### src/rtl/periph_ctrl_defines.vh
// Purpose: Offsets, field positions, reset values for the analog peripheral control bank
// Assumes: AXI4-Lite, 32-bit data, registers in low 8 bits
// Notes: Upper bits of each word read as zero
`ifndef PERIPH_CTRL_DEFINES_VH
`define PERIPH_CTRL_DEFINES_VH

`define GATE_DRIVE_ENABLE_CTRL_ADDR 4'h0
`define ANALOG_BLOCK_ENABLE_CTRL_ADDR 4'h4
`define ROLE_AND_FEEDBACK_MUX_CTRL_ADDR 4'h8

`define GATE_DRIVE_ENABLE_CTRL_RESET 8'h04
`define ANALOG_BLOCK_ENABLE_CTRL_RESET 8'h00
`define ROLE_AND_FEEDBACK_MUX_CTRL_RESET 8'h00

`define GATE_DRIVE_ENABLE_CTRL_MASK 8'hf7
`define ANALOG_BLOCK_ENABLE_CTRL_MASK 8'hfb
`define ROLE_AND_FEEDBACK_MUX_CTRL_MASK 8'he0

`define PRIMARY_DRIVER_ENABLE_BIT 7
`define SECONDARY_DRIVER_ENABLE_BIT 6
`define PRIMARY_DEADTIME_BYPASS_BIT 5
`define SECONDARY_DEADTIME_BYPASS_BIT 4
`define SENSE_PULLUP_ENABLE_BIT 2
`define PRIMARY_STEERING_ENABLE_BIT 1
`define SECONDARY_STEERING_ENABLE_BIT 0

`define DIGITAL_TEST_OUT_ENABLE_BIT 7
`define DIGITAL_TEST_SELECT_MSB 6
`define DIGITAL_TEST_SELECT_LSB 4
`define GATE_UVLO_LEVEL_SELECT_BIT 3
`define ERROR_AMP_DISABLE_BIT 1
`define ANALOG_TEST_OUT_ENABLE_BIT 0

`define ROLE_CONFIG_MSB 7
`define ROLE_CONFIG_LSB 6
`define FEEDBACK_PATH_SELECT_BIT 5

`define ROLE_STAND_ALONE 2'h0
`define ROLE_MAIN 2'h1
`define ROLE_SECONDARY 2'h2

`define AXI_RESP_OKAY 2'h0
`define AXI_RESP_SLVERR 2'h2

`endif

### src/rtl/analog_peripheral_control_regs.v
// Purpose: Control registers for gate drivers, test pin routing, role and feedback mux
// Assumes: AXI4-Lite slave on aclk, synchronous active-low reset
// Notes: Analog behaviour is represented by the control levels driven out
// Notes on behaviour
// RQ1 - Enable bit seven drives the primary gate output enable.
// RQ2 - Enable bit six drives the secondary gate output enable independently.
// RQ3 - Bit five set bypasses primary dead time, clear applies it.
// RQ4 - Bit four set bypasses secondary dead time, clear applies it.
// RQ5 - Unimplemented bits read zero and ignore writes.
// RQ6 - Bit two enables the weak pull-up on the secondary sense input.
// RQ7 - Bit one applies open-loop fixed PWM steering to the primary driver.
// RQ8 - Bit zero applies open-loop fixed PWM steering to the secondary driver.
// RQ9 - Both steering bits set: primary wins, secondary steering suppressed.
// RQ10 - Secondary steering pulses only while overvoltage protection is active.
// RQ11 - Digital test enable connects the digital test mux to the test pin.
// RQ12 - Analog test enable connects the analog mux to the test pin.
// RQ13 - Both test enables set: the digital mux owns the pin.
// RQ14 - Analog enable clear routes the analog test signal to the converter.
// RQ15 - Three-bit select picks one of seven digital test signals; code seven unused.
// RQ16 - Bit three selects the higher gate undervoltage level; resets clear.
// RQ17 - Bit one disables the error amplifier, parking its output low.
// RQ18 - Role field: stand-alone, main, secondary; code three reserved.
// RQ19 - Main role routes second reference to GPIO; stand-alone leaves it unconnected.
// RQ20 - Feedback bit selects internal resistor when clear, external pin when set.
// RQ21 - Implemented bits are read/write, reset at power-on, effective next edge.
`timescale 1ns/1ps
`default_nettype none
`include "periph_ctrl_defines.vh"
module analog_peripheral_control_regs (
    input wire aclk,
    input wire aresetn,
    input wire [3:0] s_axi_awaddr,
    input wire [2:0] s_axi_awprot,
    input wire s_axi_awvalid,
    output reg s_axi_awready,
    input wire [31:0] s_axi_wdata,
    input wire [3:0] s_axi_wstrb,
    input wire s_axi_wvalid,
    output reg s_axi_wready,
    output reg [1:0] s_axi_bresp,
    output reg s_axi_bvalid,
    input wire s_axi_bready,
    input wire [3:0] s_axi_araddr,
    input wire [2:0] s_axi_arprot,
    input wire s_axi_arvalid,
    output reg s_axi_arready,
    output reg [31:0] s_axi_rdata,
    output reg [1:0] s_axi_rresp,
    output reg s_axi_rvalid,
    input wire s_axi_rready,
    input wire desat_comparator_out,
    input wire pulse_after_monostable,
    input wire oscillator_pwm,
    input wire timer_period_match,
    input wire overvoltage_comparator,
    input wire switching_frequency_out,
    input wire secondary_on_pulse,
    input wire overvoltage_protection_active,
    output reg primary_gate_output_enable,
    output reg secondary_gate_output_enable,
    output reg primary_deadtime_bypass,
    output reg secondary_deadtime_bypass,
    output reg sense_pullup_enable,
    output reg primary_steering_active,
    output reg secondary_steering_active,
    output reg shared_test_pin,
    output reg shared_test_pin_oe,
    output reg analog_test_to_pin,
    output reg analog_test_to_converter,
    output reg gate_uvlo_level_select,
    output reg error_amp_disable,
    output reg [1:0] role_config,
    output reg second_reference_to_gpio,
    output reg feedback_path_select
);
    reg [7:0] gate_drive_enable_ctrl;
    reg [7:0] analog_block_enable_ctrl;
    reg [7:0] role_and_feedback_mux_ctrl;

    // Write address and data are latched separately so either may come first
    reg aw_held;
    reg w_held;
    reg [3:0] aw_addr;
    reg [31:0] w_data;
    reg [3:0] w_strb;
    wire do_write;
    wire digital_selected;

    assign do_write = aw_held && w_held && !s_axi_bvalid;

    function addr_known;
        input [3:0] addr;
        begin
            addr_known = (addr == `GATE_DRIVE_ENABLE_CTRL_ADDR) ||
                (addr == `ANALOG_BLOCK_ENABLE_CTRL_ADDR) ||
                (addr == `ROLE_AND_FEEDBACK_MUX_CTRL_ADDR);
        end
    endfunction

    // Byte lane 0 carries the whole register; masking keeps unused bits at zero
    function [7:0] merge_byte;
        input [7:0] old_value;
        input [7:0] new_value;
        input lane;
        input [7:0] mask;
        begin
            merge_byte = lane ? (new_value & mask) : old_value;
        end
    endfunction

    always @(posedge aclk) begin
        if (!aresetn) begin
            s_axi_awready <= 1'b0;
            s_axi_wready <= 1'b0;
            aw_held <= 1'b0;
            w_held <= 1'b0;
            aw_addr <= 4'h0;
            w_data <= 32'h00000000;
            w_strb <= 4'h0;
        end else begin
            s_axi_awready <= !aw_held && !s_axi_awready && s_axi_awvalid;
            s_axi_wready <= !w_held && !s_axi_wready && s_axi_wvalid;
            if (s_axi_awvalid && s_axi_awready) begin
                aw_held <= 1'b1;
                aw_addr <= s_axi_awaddr;
            end else if (do_write) begin
                aw_held <= 1'b0;
            end
            if (s_axi_wvalid && s_axi_wready) begin
                w_held <= 1'b1;
                w_data <= s_axi_wdata;
                w_strb <= s_axi_wstrb;
            end else if (do_write) begin
                w_held <= 1'b0;
            end
        end
    end

    always @(posedge aclk) begin
        if (!aresetn) begin
            s_axi_bvalid <= 1'b0;
            s_axi_bresp <= `AXI_RESP_OKAY;
        end else if (do_write) begin
            s_axi_bvalid <= 1'b1;
            s_axi_bresp <= addr_known(aw_addr) ? `AXI_RESP_OKAY : `AXI_RESP_SLVERR;
        end else if (s_axi_bready) begin
            s_axi_bvalid <= 1'b0;
        end
    end

    always @(posedge aclk) begin
        if (!aresetn) begin
            gate_drive_enable_ctrl <= `GATE_DRIVE_ENABLE_CTRL_RESET; // RQ21
            analog_block_enable_ctrl <= `ANALOG_BLOCK_ENABLE_CTRL_RESET; // RQ16
            role_and_feedback_mux_ctrl <= `ROLE_AND_FEEDBACK_MUX_CTRL_RESET;
        end else if (do_write) begin
            if (aw_addr == `GATE_DRIVE_ENABLE_CTRL_ADDR) begin
                gate_drive_enable_ctrl <= merge_byte(gate_drive_enable_ctrl, w_data[7:0],
                    w_strb[0], `GATE_DRIVE_ENABLE_CTRL_MASK); // RQ5
            end
            if (aw_addr == `ANALOG_BLOCK_ENABLE_CTRL_ADDR) begin
                analog_block_enable_ctrl <= merge_byte(analog_block_enable_ctrl, w_data[7:0],
                    w_strb[0], `ANALOG_BLOCK_ENABLE_CTRL_MASK); // RQ5
            end
            if (aw_addr == `ROLE_AND_FEEDBACK_MUX_CTRL_ADDR) begin
                // Reserved role code is stored as written; software must avoid it
                role_and_feedback_mux_ctrl <= merge_byte(role_and_feedback_mux_ctrl,
                    w_data[7:0], w_strb[0], `ROLE_AND_FEEDBACK_MUX_CTRL_MASK); // RQ5
            end
        end
    end

    // Read channel: one cycle to accept, data the cycle after
    always @(posedge aclk) begin
        if (!aresetn) begin
            s_axi_arready <= 1'b0;
            s_axi_rvalid <= 1'b0;
            s_axi_rdata <= 32'h00000000;
            s_axi_rresp <= `AXI_RESP_OKAY;
        end else begin
            s_axi_arready <= !s_axi_rvalid && !s_axi_arready && s_axi_arvalid;
            if (s_axi_arvalid && s_axi_arready) begin
                s_axi_rvalid <= 1'b1;
                s_axi_rresp <= addr_known(s_axi_araddr) ? `AXI_RESP_OKAY : `AXI_RESP_SLVERR;
                case (s_axi_araddr)
                    `GATE_DRIVE_ENABLE_CTRL_ADDR: begin
                        s_axi_rdata <= {24'h000000, gate_drive_enable_ctrl}; // RQ21
                    end
                    `ANALOG_BLOCK_ENABLE_CTRL_ADDR: begin
                        s_axi_rdata <= {24'h000000, analog_block_enable_ctrl};
                    end
                    `ROLE_AND_FEEDBACK_MUX_CTRL_ADDR: begin
                        s_axi_rdata <= {24'h000000, role_and_feedback_mux_ctrl};
                    end
                    default: begin
                        s_axi_rdata <= 32'h00000000;
                    end
                endcase
            end else if (s_axi_rready) begin
                s_axi_rvalid <= 1'b0;
            end
        end
    end

    test_signal_select u_test_signal_select (
        .aclk(aclk),
        .aresetn(aresetn),
        .select(analog_block_enable_ctrl[`DIGITAL_TEST_SELECT_MSB:`DIGITAL_TEST_SELECT_LSB]),
        .sources({secondary_on_pulse, switching_frequency_out, overvoltage_comparator,
            timer_period_match, oscillator_pwm, pulse_after_monostable,
            desat_comparator_out}), // RQ15
        .selected(digital_selected)
    );

    // Control outputs follow the registers one edge later; shared_test_pin lags by two, through the test mux flop
    always @(posedge aclk) begin
        if (!aresetn) begin
            primary_gate_output_enable <= 1'b0;
            secondary_gate_output_enable <= 1'b0;
            primary_deadtime_bypass <= 1'b0;
            secondary_deadtime_bypass <= 1'b0;
            sense_pullup_enable <= 1'b0;
            primary_steering_active <= 1'b0;
            secondary_steering_active <= 1'b0;
            shared_test_pin <= 1'b0;
            shared_test_pin_oe <= 1'b0;
            analog_test_to_pin <= 1'b0;
            analog_test_to_converter <= 1'b0;
            gate_uvlo_level_select <= 1'b0;
            error_amp_disable <= 1'b0;
            role_config <= `ROLE_STAND_ALONE;
            second_reference_to_gpio <= 1'b0;
            feedback_path_select <= 1'b0;
        end else begin
            primary_gate_output_enable <=
                gate_drive_enable_ctrl[`PRIMARY_DRIVER_ENABLE_BIT]; // RQ1
            secondary_gate_output_enable <=
                gate_drive_enable_ctrl[`SECONDARY_DRIVER_ENABLE_BIT]; // RQ2
            primary_deadtime_bypass <=
                gate_drive_enable_ctrl[`PRIMARY_DEADTIME_BYPASS_BIT]; // RQ3
            secondary_deadtime_bypass <=
                gate_drive_enable_ctrl[`SECONDARY_DEADTIME_BYPASS_BIT]; // RQ4
            sense_pullup_enable <= gate_drive_enable_ctrl[`SENSE_PULLUP_ENABLE_BIT]; // RQ6
            primary_steering_active <=
                gate_drive_enable_ctrl[`PRIMARY_STEERING_ENABLE_BIT]; // RQ7
            // Primary steering dominates, and secondary needs OV protection
            secondary_steering_active <=
                gate_drive_enable_ctrl[`SECONDARY_STEERING_ENABLE_BIT] &&
                !gate_drive_enable_ctrl[`PRIMARY_STEERING_ENABLE_BIT] && // RQ9
                overvoltage_protection_active; // RQ10
            shared_test_pin <= digital_selected;
            shared_test_pin_oe <= analog_block_enable_ctrl[`DIGITAL_TEST_OUT_ENABLE_BIT]; // RQ11
            analog_test_to_pin <= analog_block_enable_ctrl[`ANALOG_TEST_OUT_ENABLE_BIT] &&
                !analog_block_enable_ctrl[`DIGITAL_TEST_OUT_ENABLE_BIT]; // RQ12 RQ13
            analog_test_to_converter <=
                !analog_block_enable_ctrl[`ANALOG_TEST_OUT_ENABLE_BIT]; // RQ14
            gate_uvlo_level_select <= analog_block_enable_ctrl[`GATE_UVLO_LEVEL_SELECT_BIT]; // RQ16
            error_amp_disable <= analog_block_enable_ctrl[`ERROR_AMP_DISABLE_BIT]; // RQ17
            role_config <= role_and_feedback_mux_ctrl[`ROLE_CONFIG_MSB:`ROLE_CONFIG_LSB]; // RQ18
            second_reference_to_gpio <=
                (role_and_feedback_mux_ctrl[`ROLE_CONFIG_MSB:`ROLE_CONFIG_LSB] ==
                `ROLE_MAIN); // RQ19
            feedback_path_select <= role_and_feedback_mux_ctrl[`FEEDBACK_PATH_SELECT_BIT]; // RQ20
        end
    end
endmodule
`default_nettype wire

### src/rtl/test_signal_select.v
// Purpose: Digital test multiplexer choosing one internal signal by a 3-bit code
// Assumes: Inputs synchronous to aclk
// Notes: Output is registered so the pin path starts at a flip-flop
`timescale 1ns/1ps
`default_nettype none
module test_signal_select (
    input wire aclk,
    input wire aresetn,
    input wire [2:0] select,
    input wire [6:0] sources,
    output reg selected
);
    always @(posedge aclk) begin
        if (!aresetn) begin
            selected <= 1'b0;
        end else if (select == 3'h7) begin
            // Unimplemented code drives a quiet low
            selected <= 1'b0;
        end else begin
            selected <= sources[select];
        end
    end
endmodule
`default_nettype wire

### config.mk
export PLATFORM = sky130hd
export DESIGN_NAME = analog_peripheral_control_regs
export DESIGN_NICKNAME = d
export VERILOG_FILES = /design/src/rtl/analog_peripheral_control_regs.v /design/src/rtl/test_signal_select.v
export VERILOG_INCLUDE_DIRS = /design/src /design/src/rtl
export SDC_FILE = /design/constraint.sdc
export NUM_CORES = 1
export LEC_CHECK = 0
export BUFFER_PORTS_ARGS = -buffer_cell sky130_fd_sc_hd__buf_2
export CAP_MARGIN = 20
export CORE_MARGIN = 4
export CORE_UTILIZATION = 42
export DETAILED_ROUTE_END_ITERATION = 8
export PLACE_DENSITY = 0.75
export SETUP_SLACK_MARGIN = 0.3
export SLEW_MARGIN = 40
export SYNTH_ARGS = -nofsm -noshare
export SYNTH_HDL_FRONTEND = slang
export SYNTH_SLANG_ARGS = --single-unit
### constraint.sdc
create_clock -name aclk -period 1.25 [get_ports aclk]
set_input_delay 0.0625 -clock aclk [delete_from_list [all_inputs] [get_ports aclk]]
set_output_delay 0.0625 -clock aclk [all_outputs]
set_load 0.01 [all_outputs]
==> impl_results.rst <==
.. list-table::
   :header-rows: 1

   * - Metric
     - Value
   * - Hold Crit Class
     - in -> reg
   * - Count of pins on the block boundary
     - 123
   * - Overflow left after global routing
     - 0
   * - Weighted congestion at the end of routability-driven global placement
     - 0.812
   * - Clock period minus final worst setup slack
     - approximately 1.4 ns
   * - Hold path start
     - s_axi_awaddr[2]
   * - Proportion of synthesized flip-flops having asynchronous set or reset
     - 0
   * - Relative slew slack
     - 0.650
   * - Antenna Nets Post-Route
     - 0
   * - Pleak
     - 1.53 nW
   * - Number of library cell types mapped by synthesis
     - 37
   * - Overall routed net length
     - 6060 µm
   * - Endpoint type of the worst setup path
     - register
   * - Endpoint of the worst hold path
     - aw_addr[2]
   * - Depth of the most critical reg-to-reg path
     - 4
   * - Top area cells in the synthesized netlist
     - sky130_fd_sc_hd__dfxtp_1 48%, sky130_fd_sc_hd__buf_4 7.2%, sky130_fd_sc_hd__a21boi_0 5.6%
   * - Biggest area consumer among synthesized cells
     - sky130_fd_sc_hd__dfxtp_1
   * - Final count of negative-setup-slack endpoints
     - 10
   * - Vias in the first global route
     - 2134
   * - Placed cell area
     - 3060 µm²
   * - Xor and xnor fraction of the mapped netlist area
     - 0
   * - List of most frequent post-synthesis cells
     - 65 x sky130_fd_sc_hd__dfxtp_1, 38 x sky130_fd_sc_hd__nand2_1, 26 x sky130_fd_sc_hd__buf_4, 26 x sky130_fd_sc_hd__nand3_1, 24 x sky130_fd_sc_hd__o21ai_0
   * - Mux contribution to synthesized area
     - 0.0469
   * - List of cells traversed by the critical path
     - or4b_1 > buf_6 > nor2_8 > mux2i_1
   * - Reg-to-reg startpoint
     - aw_addr[1]
   * - First-pass GRT wire length
     - 9670 µm
   * - Clock root cell
     - sky130_fd_sc_hd__clkbuf_8
   * - Arrival time worst endpoint
     - 1.62 ns
   * - Share of the synthesized area in the top cell type
     - 0.483
   * - Number of buffers between clock root and the deepest sink
     - 2
   * - TritonCTS clock tree
     - yes
   * - Number of inserted diodes
     - 0
   * - Post-synthesis share of cell area spent on full adders, half adders and majority gates
     - 0
   * - Number of buffers created by CTS
     - 9
   * - HPWL after DPL
     - 4320 µm
   * - Cell row count
     - 28
   * - Average wire per cell in the routed design
     - 13.2 µm
   * - Area fraction in compound gates after synthesis
     - 0.158
   * - Total routing resource utilization after global routing
     - 0.160
   * - Drt pass-1 iters
     - 4
   * - Netlist area before placement
     - between 2000 and 3000 µm²
   * - Starting density of the core
     - 0.444
   * - Worst reg2reg endpoint
     - role_and_feedback_mux_ctrl[5]
   * - Average cell area after synthesis
     - roughly 9.4 µm²
   * - Slowest cell delay on critical path
     - 0.53 ns
   * - Layout area overhead
     - 33.8%
   * - Max rail drop VDD
     - approximately 0.00066 V
   * - Post-route cell area
     - 3600 µm²
   * - Number of pins with negative max-slew slack in the final report
     - 0
   * - Total vias in the final route
     - 2255
   * - Cell count after synthesis
     - 288
   * - Synth Warn #
     - 0
   * - Crit Path Category
     - reg -> reg
   * - Total clock sinks
     - 65
   * - Fin Clk Skew
     - approximately 0.008 ns
   * - Result of the run
     - complete, but fails checks
   * - Simple-gate share of the synthesized area
     - 0.208
   * - Violated checks
     - hold timing, setup timing
   * - Worst Setup Start Kind
     - register
   * - Maximum fanout encountered on the critical timing path
     - 8
   * - Worst reg2reg setup slack
     - -0.10 ns
   * - Drc violations
     - 0
   * - Worst Max-Slew Pin Slew
     - 0.521 ns
   * - Number of maximum-capacitance violations
     - 0
   * - Required time worst endpoint
     - 1.52 ns
   * - Fin crit share
     - 1.08
   * - 1st-iter DRT viols
     - about 120
   * - Total die area
     - roughly 7800 µm²
   * - Most frequently used cell type in the post-synthesis netlist
     - sky130_fd_sc_hd__dfxtp_1
   * - Pre-CTS setup slack
     - -0.131 ns
   * - H-tree lvl count
     - 3
   * - Most used flip-flop cell after synthesis
     - sky130_fd_sc_hd__dfxtp_1
   * - Crit path setup slack, layout
     - -0.102 ns
   * - Clk Latency, worst-skew pair
     - 0.34 ns
   * - Largest family of logic cells by synthesized area
     - simple AND/OR/NAND/NOR gates
   * - Sequential cell area fraction in the yosys report
     - 0.483
   * - Worst hold slack after final layout
     - -0.00530 ns
   * - Fin nets
     - 444
   * - Layout cells sized above 1
     - 0.346
   * - Clock-pin slew reported for the worst setup and hold paths after clock tree synthesis
     - 0.07 ns
   * - Number of vias per cell
     - 4.91
   * - Top achievable clock speed
     - between 700 and 800 MHz
   * - Count of input and output buffers
     - 63
   * - Core box area
     - 6060 µm²
   * - Hold violation total from the final report
     - 1
   * - Number of cells on the worst hold path
     - 3
   * - CP max stage cell
     - sky130_fd_sc_hd__or4b_1
   * - Cell Pwr Density
     - 1270 nW/µm²
   * - RSZ-0062 raised after global routing
     - yes
   * - EDFF count, synth
     - 0
   * - Largest net degree at the start of global routing
     - 25
   * - Initial antenna violation count
     - 0
   * - Height of the die
     - 88.1 µm
   * - Fillers
     - just over 500
   * - Flip-flop and latch count after synthesis
     - 65
   * - Die span in x
     - roughly 90 µm
stage by stage:
| step | util | instances | setup TNS, ns | power (mW) |
|---|---|---|---|---|
| after floorplan | - | 313 | -0.664 | 2.39 |
| after global placement | 0.505 | 423 | -0.769 | 2.43 |
| after detailed placement | 0.505 | 423 | -0.991 | 2.44 |
| after CTS | 0.584 | 457 | -0.856 | 4.62 |
| after global routing | 0.595 | 459 | -1.73 | 4.77 |
| final | 0.595 | 459 | -0.826 | 4.59 |
cells in the final DEF (no fill, tap or decap), types with 4 or more instances in the layout:
master                          netlist  routed
sky130_fd_sc_hd__a21boi_0            20      18
sky130_fd_sc_hd__a21boi_1            11      11
sky130_fd_sc_hd__and2_1              12      10
sky130_fd_sc_hd__buf_2                2      62
sky130_fd_sc_hd__buf_4               26      10
sky130_fd_sc_hd__buf_6                1       6
sky130_fd_sc_hd__clkbuf_8             0       9
sky130_fd_sc_hd__conb_1               1      26
sky130_fd_sc_hd__dfxtp_1             65      51
sky130_fd_sc_hd__dfxtp_2              0      10
sky130_fd_sc_hd__dfxtp_4              0       4
sky130_fd_sc_hd__dlygate4sd3_1        0      17
sky130_fd_sc_hd__inv_1                5       5
sky130_fd_sc_hd__mux2i_1              7       7
sky130_fd_sc_hd__nand2_1             38      36
sky130_fd_sc_hd__nand3_1             26      22
sky130_fd_sc_hd__nand3_2              0       4
sky130_fd_sc_hd__nor3_1               5       5
sky130_fd_sc_hd__o21ai_0             24      17
sky130_fd_sc_hd__o21ai_1              0       6
where the power goes:
| group | total (mW) | switching (mW) | internal (mW) |
|---|---|---|---|
| sequential | 2.13 | 0.0319 | 2.10 |
| combinational | 0.321 | 0.169 | 0.153 |
| clock | 2.14 | 0.815 | 1.32 |
| total | 4.59 | 1.02 | 3.58 |
worst max-delay path: cells and delay by family, from the launching register on:
family,cells,cell delay [ns]
mux,1,0.18
flops,1,0.32
buf+inv,1,0.16
simple gates,2,0.63
sequential cells by signal, indices dropped and copies added, names as in the netlist, 2 cells and up:
register / flops
s_axi_rdata: 8
w_data: 8
analog_block_enable_ctrl: 7
gate_drive_enable_ctrl: 7
aw_addr: 4
role_and_feedback_mux_ctrl: 3
role_config: 2
metal layers:
metal / up-vias / routed length, µm / global-route usage
li1: 1123 / - / -
met4: 0 / 118 / 0.0852
met3: 12 / 429 / 0.0339
met2: 79 / 2770 / 0.256
met1: 1041 / 2740 / 0.202
met5: - / 0 / 0
cell families after synthesis:
kind of cell	after synthesis
AOI/OAI and AO/OA	65
buffers and inverters	45
DFF	65
muxes	11
other	1
and+or+nand+nor	101
cell type report:
class / count / area (µm²) / area share
repair buffers: 95 / 623 / 0.173
clock inverters: 7 / 119 / 0.0330
flip-flops and latches: 65 / 1330 / 0.369
inverters: 5 / 18.8 / 0.00521
clock buffers: 9 / 124 / 0.0344
well taps: 75 / 93.8 / 0.0260
multi-input cells: 203 / 1300 / 0.360
repair_timing:
action,in CTS,in global routing
pin swaps,7,3
hold buffers,17,0
buffers inserted,0,2
gates resized for setup,23,19
endpoints found under the setup margin,40,43
cloned,1,0
endpoints found under the hold margin,17,0
how the worst max path moves through the flow:
stage	cells after the start	slack [ns]	to	from
floorplan	4	-0.07	role_and_feedback_mux_ctrl[5]	aw_addr[2]
CTS	4	-0.12	role_and_feedback_mux_ctrl[6]	aw_addr[1]
global placement	4	-0.08	gate_drive_enable_ctrl[5]	aw_addr[2]
detailed placement	4	-0.13	gate_drive_enable_ctrl[5]	aw_addr[2]
global route	4	-0.19	role_and_feedback_mux_ctrl[6]	aw_addr[1]
finish	4	-0.10	role_and_feedback_mux_ctrl[5]	aw_addr[1]
Note: power is estimated with default switching activity, not from simulation.
